`config.mk`:
```
export PLATFORM = sky130hd
export DESIGN_NAME = blx_exec
export DESIGN_NICKNAME = d
export VERILOG_FILES = /design/src/logic/blx_exec.v /design/src/logic/blx_addr_gen.v
export VERILOG_INCLUDE_DIRS = /design/src /design/src/logic
export SDC_FILE = /design/constraint.sdc
export NUM_CORES = 1
export LEC_CHECK = 0
export BUFFER_PORTS_ARGS = -buffer_cell sky130_fd_sc_hd__buf_2
export CAP_MARGIN = 20
export CORE_ASPECT_RATIO = 0.75
export CORE_UTILIZATION = 45
export CTS_CLUSTER_SIZE = 10
export DETAILED_ROUTE_END_ITERATION = 10
export PLACE_DENSITY = 0.68
export REMOVE_ABC_BUFFERS = 1
export SLEW_MARGIN = 30
export SYNTH_ARGS = -nofsm -noshare
export SYNTH_HDL_FRONTEND = slang
export SYNTH_SLANG_ARGS = --single-unit
```
`constraint.sdc`:
```
create_clock -name clock -period 3.8 [get_ports clock]
set_input_delay 0.19 -clock clock [delete_from_list [all_inputs] [get_ports clock]]
set_output_delay 0.19 -clock clock [all_outputs]
set_load 0.005 [all_outputs]
```
`src/logic/blx_defs.vh`:
```
// Constants for the bit-transfer and memory-load execution block.
// Assumes inclusion by bare name from the design files under logic/.
`ifndef BLX_DEFS_VH
`define BLX_DEFS_VH

// ----------------------------------------
// Opcodes
// ----------------------------------------
`define BLX_OP_BIT      8'h47
`define BLX_OP_LD_IND   8'hc3
`define BLX_OP_ST_IND   8'hd3
`define BLX_OP_LD_XS    8'he7
`define BLX_OP_ST_XS    8'hf7
`define BLX_OP_LD_XL    8'ha7
`define BLX_OP_ST_XL    8'hb7
`define BLX_OP_LD_DEC   8'he2
`define BLX_OP_LD_INC   8'he3

// ----------------------------------------
// Cycle counts, acceptance to done
// ----------------------------------------
`define BLX_CYC_BIT     4'h6
`define BLX_CYC_IND     4'ha
`define BLX_CYC_XS      4'hc
`define BLX_CYC_XL      4'he
`define BLX_CYC_AUTO    4'ha

// ----------------------------------------
// Field positions of the second byte
// ----------------------------------------
`define BLX_F_WRK_HI    7
`define BLX_F_WRK_LO    4
`define BLX_F_BIT_HI    3
`define BLX_F_BIT_LO    1
`define BLX_F_DIR       0
`define BLX_PAIR_DIRECT 3'h0

`endif

```
`src/logic/blx_exec.v`:
```
// Executes the bit-transfer and byte memory-load instruction group.
// Assumes an asynchronous-read register file and a memory whose read
// data is valid one cycle after the read strobe.
`timescale 1ns/10ps
`default_nettype none
`include "blx_defs.vh"

// Contract
// - Extract form: source bit into destination bit 0
// - Insert form: bit 0 into selected bit
// - Second byte: register, bit index, direction
// - Other bits, source and flags untouched
// - Even pair program, odd pair data memory
// - Indirect load/store via pair, ten cycles
// - Short index byte offset, twelve cycles
// - Long index two bytes, fourteen cycles
// - Long index pair 0000/0001 means direct address
// - Source, flags, non-auto pair unchanged
// - Program memory writes only if writable
// - Load then decrement pair, ten cycles
// - Decrement form follows pair parity space
// - Load then increment pair
// - Increment form follows pair parity space
module blx_exec #(
    parameter PROG_WRITABLE = 1
) (
    // Clock and reset
    input  wire        clock,
    input  wire        rst,
    // Instruction
    input  wire        instr_valid,
    output wire        instr_ready,
    input  wire [7:0]  op_code,
    input  wire [7:0]  op_byte2,
    input  wire [7:0]  op_byte3,
    input  wire [7:0]  op_byte4,
    input  wire [7:0]  work_base,
    output reg         instr_done,
    output reg         instr_refused,
    // Register file
    output reg  [7:0]  reg_addr,
    output reg         reg_rd,
    output reg         reg_wr,
    output reg  [7:0]  reg_wdata,
    input  wire [7:0]  reg_rdata,
    // Memory
    output reg  [15:0] mem_addr,
    output reg         mem_prog_sel,
    output reg         mem_rd,
    output reg         mem_wr,
    output reg  [7:0]  mem_wdata,
    input  wire [7:0]  mem_rdata
);

    // ----------------------------------------
    // States
    // ----------------------------------------
    localparam [10:0] S_IDLE = 11'h001;
    localparam [10:0] S_HI   = 11'h002;
    localparam [10:0] S_LO   = 11'h004;
    localparam [10:0] S_WRK  = 11'h008;
    localparam [10:0] S_SET  = 11'h010;
    localparam [10:0] S_MEM  = 11'h020;
    localparam [10:0] S_MWT  = 11'h040;
    localparam [10:0] S_BWR  = 11'h080;
    localparam [10:0] S_WLO  = 11'h100;
    localparam [10:0] S_WHI  = 11'h200;
    localparam [10:0] S_HOLD = 11'h400;

    localparam [1:0] T_HI  = 2'h0;
    localparam [1:0] T_LO  = 2'h1;
    localparam [1:0] T_WRK = 2'h2;

    reg  [10:0] st_q;
    reg  [10:0] st_d;
    reg  [7:0]  op_q;
    reg  [7:0]  b2_q;
    reg  [7:0]  b3_q;
    reg  [7:0]  b4_q;
    reg  [3:0]  bank_q;
    reg  [3:0]  cnt_q;
    reg  [7:0]  hi_q;
    reg  [7:0]  lo_q;
    reg  [7:0]  wrk_q;
    reg  [1:0]  tgt_q;
    reg         mrv_q;
    reg         refuse_q;

    // ----------------------------------------
    // Decode
    // ----------------------------------------
    wire        is_bit   = (op_q == `BLX_OP_BIT);
    wire        is_xs    = (op_q == `BLX_OP_LD_XS) || (op_q == `BLX_OP_ST_XS);
    wire        is_xl    = (op_q == `BLX_OP_LD_XL) || (op_q == `BLX_OP_ST_XL);
    wire        is_store = (op_q == `BLX_OP_ST_IND) || (op_q == `BLX_OP_ST_XS) ||
                           (op_q == `BLX_OP_ST_XL);
    wire        is_dec   = (op_q == `BLX_OP_LD_DEC);
    wire        is_inc   = (op_q == `BLX_OP_LD_INC);
    wire [3:0]  wrk_num  = b2_q[`BLX_F_WRK_HI:`BLX_F_WRK_LO];
    wire [2:0]  bit_idx  = b2_q[`BLX_F_BIT_HI:`BLX_F_BIT_LO];
    wire        bit_ins  = b2_q[`BLX_F_DIR];
    wire [3:0]  pair_num = b2_q[3:0];
    wire        direct   = is_xl && (pair_num[3:1] == `BLX_PAIR_DIRECT);
    // Even pair selects program memory, odd selects data memory
    wire        prog_sp  = ~pair_num[0];
    wire        rom_blk  = (PROG_WRITABLE == 0) && is_store && prog_sp;

    wire [7:0]  wrk_addr = {bank_q, wrk_num};
    wire [7:0]  phi_addr = {bank_q, pair_num[3:1], 1'b0};
    wire [7:0]  plo_addr = {bank_q, pair_num[3:1], 1'b1};

    function [7:0] bit_merge;
        input [7:0] base;
        input [2:0] pos;
        input       val;
        integer     i;
        begin
            for (i = 0; i < 8; i = i + 1) begin
                bit_merge[i] = (i == pos) ? val : base[i];
            end
        end
    endfunction

    // Extract keeps bits 7:1 of the working register
    wire [7:0]  ext_val  = {wrk_q[7:1], hi_q[bit_idx]};
    wire [7:0]  ins_val  = bit_merge(hi_q, bit_idx, wrk_q[0]);

    // ----------------------------------------
    // Address arithmetic
    // ----------------------------------------
    wire [15:0] offset   = is_xs ? {8'h00, b3_q} : {b4_q, b3_q};
    wire [15:0] eff_addr;
    wire [15:0] pair_inc;
    wire [15:0] pair_dec;
    wire [15:0] pair_new = is_dec ? pair_dec : pair_inc;

    blx_addr_gen u_addr (
        .pair_val   ({hi_q, lo_q}),
        .offset     (offset),
        .use_offset (is_xs | is_xl),
        .direct     (direct),
        .eff_addr   (eff_addr),
        .pair_inc   (pair_inc),
        .pair_dec   (pair_dec)
    );

    // ----------------------------------------
    // Cycle budget
    // ----------------------------------------
    reg  [3:0]  cyc;
    reg         legal;

    always @* begin
        legal = 1'b1;
        case (op_code)
            `BLX_OP_BIT:                   cyc = `BLX_CYC_BIT;
            `BLX_OP_LD_IND, `BLX_OP_ST_IND: cyc = `BLX_CYC_IND;
            `BLX_OP_LD_XS, `BLX_OP_ST_XS:   cyc = `BLX_CYC_XS;
            `BLX_OP_LD_XL, `BLX_OP_ST_XL:   cyc = `BLX_CYC_XL;
            `BLX_OP_LD_DEC, `BLX_OP_LD_INC: cyc = `BLX_CYC_AUTO;
            default: begin
                cyc   = 4'h1;
                legal = 1'b0;
            end
        endcase
    end

    reg  [3:0]  cyc_q;

    assign instr_ready = (st_q == S_IDLE);

    // ----------------------------------------
    // Next state
    // ----------------------------------------
    always @* begin
        st_d = st_q;
        case (st_q)
            S_IDLE: begin
                if (instr_valid) begin
                    st_d = legal ? S_HI : S_IDLE;
                end
            end
            S_HI: begin
                if (is_bit) begin
                    st_d = S_WRK;
                end else if (direct) begin
                    st_d = is_store ? S_WRK : S_SET;
                end else begin
                    st_d = S_LO;
                end
            end
            S_LO:    st_d = is_store ? S_WRK : S_SET;
            S_WRK:   st_d = S_SET;
            S_SET:   st_d = is_bit ? S_BWR : S_MEM;
            S_MEM:   st_d = is_store ? S_HOLD : S_MWT;
            S_MWT: begin
                if (mrv_q) begin
                    st_d = (is_dec | is_inc) ? S_WLO : S_HOLD;
                end
            end
            S_BWR:   st_d = S_HOLD;
            S_WLO:   st_d = S_WHI;
            S_WHI:   st_d = S_HOLD;
            S_HOLD: begin
                if (cnt_q == cyc_q - 4'h1) begin
                    st_d = S_IDLE;
                end
            end
            default: st_d = S_IDLE;
        endcase
    end

    // ----------------------------------------
    // Sequencer and datapath
    // ----------------------------------------
    always @(posedge clock) begin
        if (rst) begin
            st_q          <= S_IDLE;
            op_q          <= 8'h00;
            b2_q          <= 8'h00;
            b3_q          <= 8'h00;
            b4_q          <= 8'h00;
            bank_q        <= 4'h0;
            cyc_q         <= 4'h1;
            cnt_q         <= 4'h0;
            hi_q          <= 8'h00;
            lo_q          <= 8'h00;
            wrk_q         <= 8'h00;
            tgt_q         <= T_HI;
            mrv_q         <= 1'b0;
            refuse_q      <= 1'b0;
            instr_done    <= 1'b0;
            instr_refused <= 1'b0;
            reg_addr      <= 8'h00;
            reg_rd        <= 1'b0;
            reg_wr        <= 1'b0;
            reg_wdata     <= 8'h00;
            mem_addr      <= 16'h0000;
            mem_prog_sel  <= 1'b0;
            mem_rd        <= 1'b0;
            mem_wr        <= 1'b0;
            mem_wdata     <= 8'h00;
        end else begin
            st_q          <= st_d;
            reg_rd        <= 1'b0;
            reg_wr        <= 1'b0;
            mem_rd        <= 1'b0;
            mem_wr        <= 1'b0;
            instr_done    <= 1'b0;
            instr_refused <= 1'b0;
            mrv_q         <= mem_rd;
            cnt_q         <= (st_q == S_IDLE) ? 4'h1 : cnt_q + 4'h1;

            // Asynchronous register file: data is valid with the strobe
            if (reg_rd) begin
                case (tgt_q)
                    T_HI:    hi_q  <= reg_rdata;
                    T_LO:    lo_q  <= reg_rdata;
                    default: wrk_q <= reg_rdata;
                endcase
            end

            case (st_q)
                S_IDLE: begin
                    if (instr_valid) begin
                        op_q     <= op_code;
                        b2_q     <= op_byte2;
                        b3_q     <= op_byte3;
                        b4_q     <= op_byte4;
                        bank_q   <= work_base[7:4];
                        cyc_q    <= cyc;
                        refuse_q <= ~legal;
                        // Unknown opcodes end at once; the counter cannot stop at one
                        instr_done    <= ~legal;
                        instr_refused <= ~legal;
                    end
                end
                S_HI: begin
                    // Bit form: general register; pair forms: pair high
                    if (is_bit) begin
                        reg_rd   <= 1'b1;
                        reg_addr <= b3_q;
                        tgt_q    <= T_HI;
                    end else if (!direct) begin
                        reg_rd   <= 1'b1;
                        reg_addr <= phi_addr;
                        tgt_q    <= T_HI;
                    end
                end
                S_LO: begin
                    reg_rd   <= 1'b1;
                    reg_addr <= plo_addr;
                    tgt_q    <= T_LO;
                end
                S_WRK: begin
                    reg_rd   <= 1'b1;
                    reg_addr <= wrk_addr;
                    tgt_q    <= T_WRK;
                end
                S_MEM: begin
                    mem_addr     <= eff_addr;
                    mem_prog_sel <= prog_sp;
                    if (is_store) begin
                        mem_wdata <= wrk_q;
                        // Mask-ROM parts drop program writes
                        mem_wr    <= ~rom_blk;
                        refuse_q  <= rom_blk;
                    end else begin
                        mem_rd    <= 1'b1;
                    end
                end
                S_MWT: begin
                    if (mrv_q) begin
                        reg_wr    <= 1'b1;
                        reg_addr  <= wrk_addr;
                        reg_wdata <= mem_rdata;
                    end
                end
                S_BWR: begin
                    reg_wr <= 1'b1;
                    if (bit_ins) begin
                        reg_addr  <= b3_q;
                        reg_wdata <= ins_val;
                    end else begin
                        reg_addr  <= wrk_addr;
                        reg_wdata <= ext_val;
                    end
                end
                // Pair written back only after the load; plain forms never write it
                S_WLO: begin
                    reg_wr    <= 1'b1;
                    reg_addr  <= plo_addr;
                    reg_wdata <= pair_new[7:0];
                end
                S_WHI: begin
                    reg_wr    <= 1'b1;
                    reg_addr  <= phi_addr;
                    reg_wdata <= pair_new[15:8];
                end
                S_HOLD: begin
                    if (cnt_q == cyc_q - 4'h1) begin
                        instr_done    <= 1'b1;
                        instr_refused <= refuse_q;
                    end
                end
                default: begin
                    tgt_q <= T_HI;
                end
            endcase
        end
    end

endmodule // blx_exec

`default_nettype wire

```
`src/logic/blx_addr_gen.v`:
```
// Effective memory address and pair step values.
// Purely combinational; the caller supplies latched operands.
`timescale 1ns/10ps
`default_nettype none

module blx_addr_gen (
    // Operands
    input  wire [15:0] pair_val,
    input  wire [15:0] offset,
    input  wire        use_offset,
    input  wire        direct,
    // Results
    output wire [15:0] eff_addr,
    output wire [15:0] pair_inc,
    output wire [15:0] pair_dec
);

    wire [15:0] idx_sum;

    // Sum drops the carry out, so it wraps at 64 KiB
    assign idx_sum  = pair_val + (use_offset ? offset : 16'h0000);
    assign eff_addr = direct ? offset : idx_sum;
    // Full 16-bit step carries between low and high registers
    assign pair_inc = pair_val + 16'h0001;
    assign pair_dec = pair_val - 16'h0001;

endmodule // blx_addr_gen

`default_nettype wire

```
==> impl_metrics.py, run 1 <==
metrics = {
    "worst_setup_path": {
        "cp-start-kind": "flop",
        "path_max_fanout": 8,
        "crit_type": "flop to flop",
        "arrival_ps": 3710,
        "endpoint_kind": "flop",
        "critPathRequiredTime_ps": 4170,
    },
    "clocking": {
        "cts_buffers": 17,
        "cts_tree": "done",
        "clk_pin_slew_ps": 60,
        "post-cts-setup-buffers": 0,
        "cts_buffer_depth": 2,
        "root_buffer": "clkbuf_16",
        "cts_sinks": 130,
        "clock_latency_ps": 430,
        "htreeDepth": 4,
    },
    "yosys": {
        "synth_edf_count": 0,
        "synthFlopType": "dfxtp_1",
        "yosys.cell_types.count": 73,
        "synth_fa_ha_area_frac": 0.05843,
        "ys_async_sr_fraction": 0,
        "netlist_area_mm2": 0.007323,
        "synth_common_cells": "149 x nand2_1, 130 x dfxtp_1, 101 x a21oi_1",
        "synth_top_family_by_area": "simple AND/OR/NAND/NOR gates",
        "synth-compound-area-share": 0.2149,
        "syn_inst": 915,
        "avgSynthCellArea_um2": 8.004,
        "synth.top_cell.area_share": 0.3554,
        "synth.area.mux_share": 0.05433,
        "seq_area_frac_synth": 0.3554,
        "ys_ff_latch": 130,
        "synth_most_common_cell": "nand2_1",
        "synth_warnings": 0,
        "synth_area_leaders": "dfxtp_1 36%, nand2_1 7.6%, a21oi_1 6.9%, ha_1 5.3%, mux2i_1 4.5%",
        "synth_xor_area_frac": 0.02956,
        "synth_area_leader_cell": "dfxtp_1",
        "yosys.area_share.simple": 0.2498,
    },
    "run": {
        "max_cap_violations": 0,
    },
    "route": {
        "dr_wl_met3_mm": 1.861,
        "firstDrtPassIters": 5,
        "top_layer": "met4",
        "via_per_inst": 5.741,
        "antenna_left": 0,
        "met2_wirelength_mm": 8.162,
        "wl_mm": 20.99,
        "drt-wirelength-per-cell_um": 17.10,
        "vias": 7044,
        "drt_iter0_markers": 582,
        "drc": 0,
        "wl_met1_mm": 10.75,
    },
    "floorplanning": {
        "pin_count": 107,
        "initial_core_util": 0.4705,
        "die_area_mm2": 0.01679,
        "die_w_um": 149.3,
        "num_rows": 39,
        "die_h_um": 112.5,
        "core_mm2": 0.01557,
    },
    "sta": {
        "tightestPinTransition_ps": 812.6,
        "finalCritPeriodShare": 0.8798,
        "fin_worst_skew_ps": 6.996,
        "relSlewSlack": 0.4565,
        "fin_setup_tns_ps": 0,
        "rsz0062_at_grt": "false",
        "fin_ws_ps": 456.7,
        "slew_violations": 0,
        "min_period_ps": 3343,
        "max_freq_mhz": 299.1,
        "holdWs_ps": 8.456,
        "hold_violations": 0,
        "setup_viol": 0,
    },
    "run_status": {
        "status": "finished, final reports clean",
    },
    "power_and_ir_drop": {
        "p_leak_nw": 3.628,
        "peakVddDrop_uv": 261.9,
        "power_density_mw_per_mm2": 377.9,
        "total_power_w": 0.003290,
    },
    "finish": {
        "layout.nets": 1102,
        "n_antenna_cell": 0,
        "drive_above_1_share": 0.1663,
        "synthToLayoutAreaGrowth_pct": 18.90,
        "reg_top3": "mem_addr: 16 flops, st_q: 11 flops",
        "regMostFlops": "mem_addr",
        "largest_reg_flops": 16,
    },
    "placed_design": {
        "portBuffers": 102,
        "dp_hpwl_mm": 15.19,
        "pre_cts_ws_ps": 284.1,
        "gp_congestion": 0.9116,
    },
    "global_routing": {
        "antenna_found_initial": 0,
        "grt.total_usage": 0.2624,
        "grt_pass1_vias": 6354,
        "grt_max_degree": 60,
        "grt_first_pass_wirelength_mm": 34.02,
        "grt_remaining_overflow": 0,
    },
    "hold_path": {
        "hold_class": "input port to flop",
    },
}
-- metal layers --
metal  up-vias  track usage
li1       3497            -
met1      3219       0.4027
met2       308       0.3643
met3        20      0.05935
met4         0      0.06054
met5         -            0
-- what timing repair did --
item / in CTS / in global routing
endpoints found under the hold margin: 11 / 0
hold buffers: 11 / 0
endpoints found under the setup margin: 0 / 1
resized for setup: 0 / 2
-- power by group --
part / total (W) / internal (W) / switching (W)
clock: 0.00170 / 0.00107 / 0.000633
sequential: 0.00142 / 0.00139 / 0.0000314
combinational: 0.000168 / 0.0000709 / 0.0000973
-- stage by stage --
stage	area (um2)	cells	util
finish	8707	1227	0.5594
global route	8707	1227	0.5594
CTS	8693	1227	0.5585
detailed placement	7973	1185	0.5122
global placement	7973	1185	0.5122
floorplan	7123	868	-
-- cell usage in the layout, fill, tap and decap left out, drive strengths merged, types with 5 or more instances in the layout --
master       instances
nand4b               5
o21bai               5
nor3                28
a21oi              101
or3                  7
dlygate4sd3         11
a211oi              23
and3                 8
o21ai               41
a21o                 8
xnor2               12
dfxtp              130
nand4                5
clkbuf              20
nor4                 6
ha                  31
and2                22
inv                 22
mux2i               33
nand3               26
nand2              149
nor2b                6
a311oi               6
a31oi               12
o211ai               8
nor3b                5
buf                112
nor2                80
o21a                10
xor2                10
-- critical path, cell delays in order, from the launching register on --
cell       delay (ps)
dfxtp_1           410
nand4b_1          160
nor2_2            280
and2_1            180
ha_1              280
a21o_1            200
a2111oi_0         350
o21ai_0           290
a221oi_2          400
mux2_2            380
nor4_1            190
a32o_1            170
-- cells by family after synthesis --
kind of cell               count (synthesis)
DFF                                      130
AOI/OAI and AO/OA                        249
xor gates and xnor gates                  23
adders and majority gates                 33
and+or+nand+nor                          376
buffers and inverters                     67
muxes                                     37
-- final timing paths --
check	start	endpoint	slack, ps	depth (start not counted)
max	op_q[7]	mem_addr[15]	460	11
min reg2reg	mem_wdata[6]	mem_wdata[6]	450	2
max reg2reg	op_q[7]	mem_addr[15]	460	11
min	op_byte4[0]	b4_q[0]	8	3
-- final cells by class --
class                           count  area (um2)
Fill cell                        1453        6859
Clock buffer                       20       456.7
Clock inverter                     11       153.9
Timing Repair Buffer              123       698.2
Tap cell                          205       256.5
Inverter                           20       75.07
Sequential cell                   130        2603
Multi-Input combinational cell    718        4464
Power figures use the tool's default switching activity.
==> run 2: changes to the inputs <==
Settings changed: CORE_MARGIN set to 5.
==> run 2 against run 1 <==
Non-clock buffer count grew 10. Hold slack improved by 7.6 ps. Largest cell class unchanged. Maximum frequency decreased by 2.6%. First-iteration DRC count grew 20%. Total power decreased by 1.1%. Combinational power grew 5%. Clock skew rose by 4.7 ps. Sequential cell count unchanged. Utilization fell by 1.1 points. Register-to-register slack got worse by 90 ps. Critical endpoint unchanged.
==> impl_metrics.py, run 2 (synthesis gave the netlist of run 1 again) <==
metrics = {
    "run_status": {
        "status": "finished, final reports clean",
    },
    "worst_setup_path": {
        "cp-start-kind": "flop",
        "timing.rr.end": "mem_addr[15]",
        "slowest_stage": "a221oi_1",
        "path_max_fanout": 8,
        "rrSetupSlack_ps": 370,
        "timing.rr.start": "op_q[7]",
        "endpoint_kind": "flop",
        "crit_type": "flop to flop",
        "arrival_ps": 3800,
        "r2r_cells": 11,
        "max_stage_delay_ps": 530,
        "worstSetupPathDepth": 11,
        "path_buf_inv": 0,
        "critPathRequiredTime_ps": 4170,
        "critical-path-top-delay-family": "compound AO/OA/AOI/OAI gates",
        "path_cells": "nand4b_1 -> nor2_2 -> and2_1 -> ha_1 -> a21o_1 -> a2111oi_0 -> o21ai_0 -> a221oi_1 -> mux2_2 -> nor4_1 -> a32o_1",
    },
    "power_and_ir_drop": {
        "p_leak_nw": 3.658,
        "combPwrFrac": 0.054,
        "power_switching_w": 0.0007956,
        "switching_share": 0.2444,
        "peakVddDrop_uv": 266.7,
        "cellInternalPower_w": 0.002460,
        "power_density_mw_per_mm2": 370.9,
        "p_seq_frac": 0.436,
        "p_clk_frac": 0.509,
    },
    "clocking": {
        "clk_pin_slew_ps": 60,
        "root_buffer": "clkbuf_16",
        "cts_buffer_depth": 2,
        "cts_tree": "done",
        "clock_latency_ps": 430,
        "cts_sinks": 130,
        "cts_buffers": 17,
        "htreeDepth": 4,
    },
    "sta": {
        "fin_setup_tns_ps": 0,
        "relSlewSlack": 0.4027,
        "finalCritPeriodShare": 0.9031,
        "rsz0062_at_grt": "false",
        "setup_viol": 0,
        "min_period_ps": 3432,
        "tightestPinTransition_ps": 895.9,
        "fin_worst_skew_ps": 11.69,
        "holdWs_ps": 16.08,
        "hold_violations": 0,
        "max_freq_mhz": 291.4,
        "slew_violations": 0,
    },
    "global_routing": {
        "grt_pass1_vias": 6460,
        "grt_first_pass_wirelength_mm": 34.31,
        "antenna_found_initial": 0,
        "grt.total_usage": 0.2283,
        "grt_max_degree": 84,
        "grt_remaining_overflow": 0,
    },
    "finish": {
        "layout_common_cells": "149 x nand2_1, 130 x dfxtp_1, 101 x a21oi_1, 101 x buf_2, 76 x nor2_1",
        "reg_top3": "mem_addr: 16 flops, st_q: 11 flops",
        "final_common_cell": "nand2_1",
        "drive_above_1_share": 0.1665,
        "n_antenna_cell": 0,
        "synthToLayoutAreaGrowth_pct": 19.84,
        "layout.nets": 1112,
        "regMostFlops": "mem_addr",
        "largest_reg_flops": 16,
    },
    "floorplanning": {
        "die_h_um": 120.5,
        "initial_core_util": 0.4573,
        "die_w_um": 157.3,
        "pin_count": 107,
        "die_area_mm2": 0.01895,
        "core_mm2": 0.01602,
        "num_rows": 40,
    },
    "hold_path": {
        "hp-start": "op_byte2[0]",
        "hold_class": "input port to flop",
        "holdPathStages": 3,
        "min_to": "b2_q[0]",
    },
    "route": {
        "drc": 0,
        "wl_mm": 21.78,
        "drt-wirelength-per-cell_um": 17.52,
        "antenna_left": 0,
        "vias": 7138,
        "drt_iter0_markers": 696,
        "via_per_inst": 5.743,
        "firstDrtPassIters": 6,
    },
    "placed_design": {
        "portBuffers": 102,
        "dp_hpwl_mm": 15.47,
        "gp_congestion": 0.9361,
    },
    "run": {
        "max_cap_violations": 0,
    },
}
## run 2: cell types whose count changed in the layout (fill, tap and decap cells not counted), sizes merged
cell and change:
bufinv -1, buf +3, clkinv -1, inv +3, clkbuf -1, dlygate4sd3 +7
clkinvlp +1
## run 2: worst reg2reg max path, delay by kind of cell, from the launching register on
kind                     cells  cell delay [ps]
multiplexers                 1              390
AO/OA/AOI/OAI                5             1470
flip-flops                   1              420
AND/OR/NAND/NOR              4              820
adder cells (fa/ha/maj)      1              280
## run 2: repair_timing
action                                  CTS  global route
hold endpoints to repair                 18             0
endpoints found under the setup margin    0             1
hold buffers                             18             0
resized for setup                         0             1
buffers inserted                          0             0
## run 2: worst max-delay path by stage
stage	start	to	slack (ps)
6_report	op_q[7]	mem_addr[15]	370
5_1_grt	op_q[7]	mem_addr[15]	80
4_1_cts	op_q[7]	mem_addr[15]	300
3_5_place_dp	op_q[7]	mem_addr[15]	310
3_3_place_gp	op_q[7]	mem_addr[15]	410
2_1_floorplan	op_q[6]	reg_wdata[5]	70
## run 2: routing by layer
metal  vias to the layer above  GRT usage  wire length [um]
met2                       263     0.3282              9041
met4                         0    0.05965               226
li1                       3518          -                 -
met5                         -          0                 0
met3                        20    0.04866              1778
met1                      3337     0.3446             10730
## run 2: metrics by stage
stage	cells	instance area, um2	util	setup WS [ps]	total power [W]
6_report	1243	8776	0.5480	368.0	0.003255
5_1_grt	1243	8776	0.5480	83.82	0.003361
4_1_cts	1243	8773	0.5478	304.4	0.003273
3_5_place_dp	1193	8001	0.4996	305.6	0.001609
3_3_place_gp	1193	8001	0.4996	408.7	0.001608
2_1_floorplan	868	7123	-	74.32	0.001517
## run 2: area by class of cell
cell class	count	area, um2
Fill cell	1540	7239
Inverter	20	75.07
Sequential cell	130	2603
Tap cell	210	262.8
Clock inverter	13	148.9
Multi-Input combinational cell	718	4453
Timing Repair Buffer	133	790.8
Clock buffer	19	442.9
## run 2: power by group through the flow
stage                logic, W  registers [W]  clock network (W)
finish               0.000177        0.00142            0.00166
global route         0.000195        0.00142            0.00174
CTS                  0.000174        0.00142            0.00168
floorplan           0.0000768        0.00144                  0
detailed placement   0.000160        0.00145                  0
global placement     0.000159        0.00145                  0
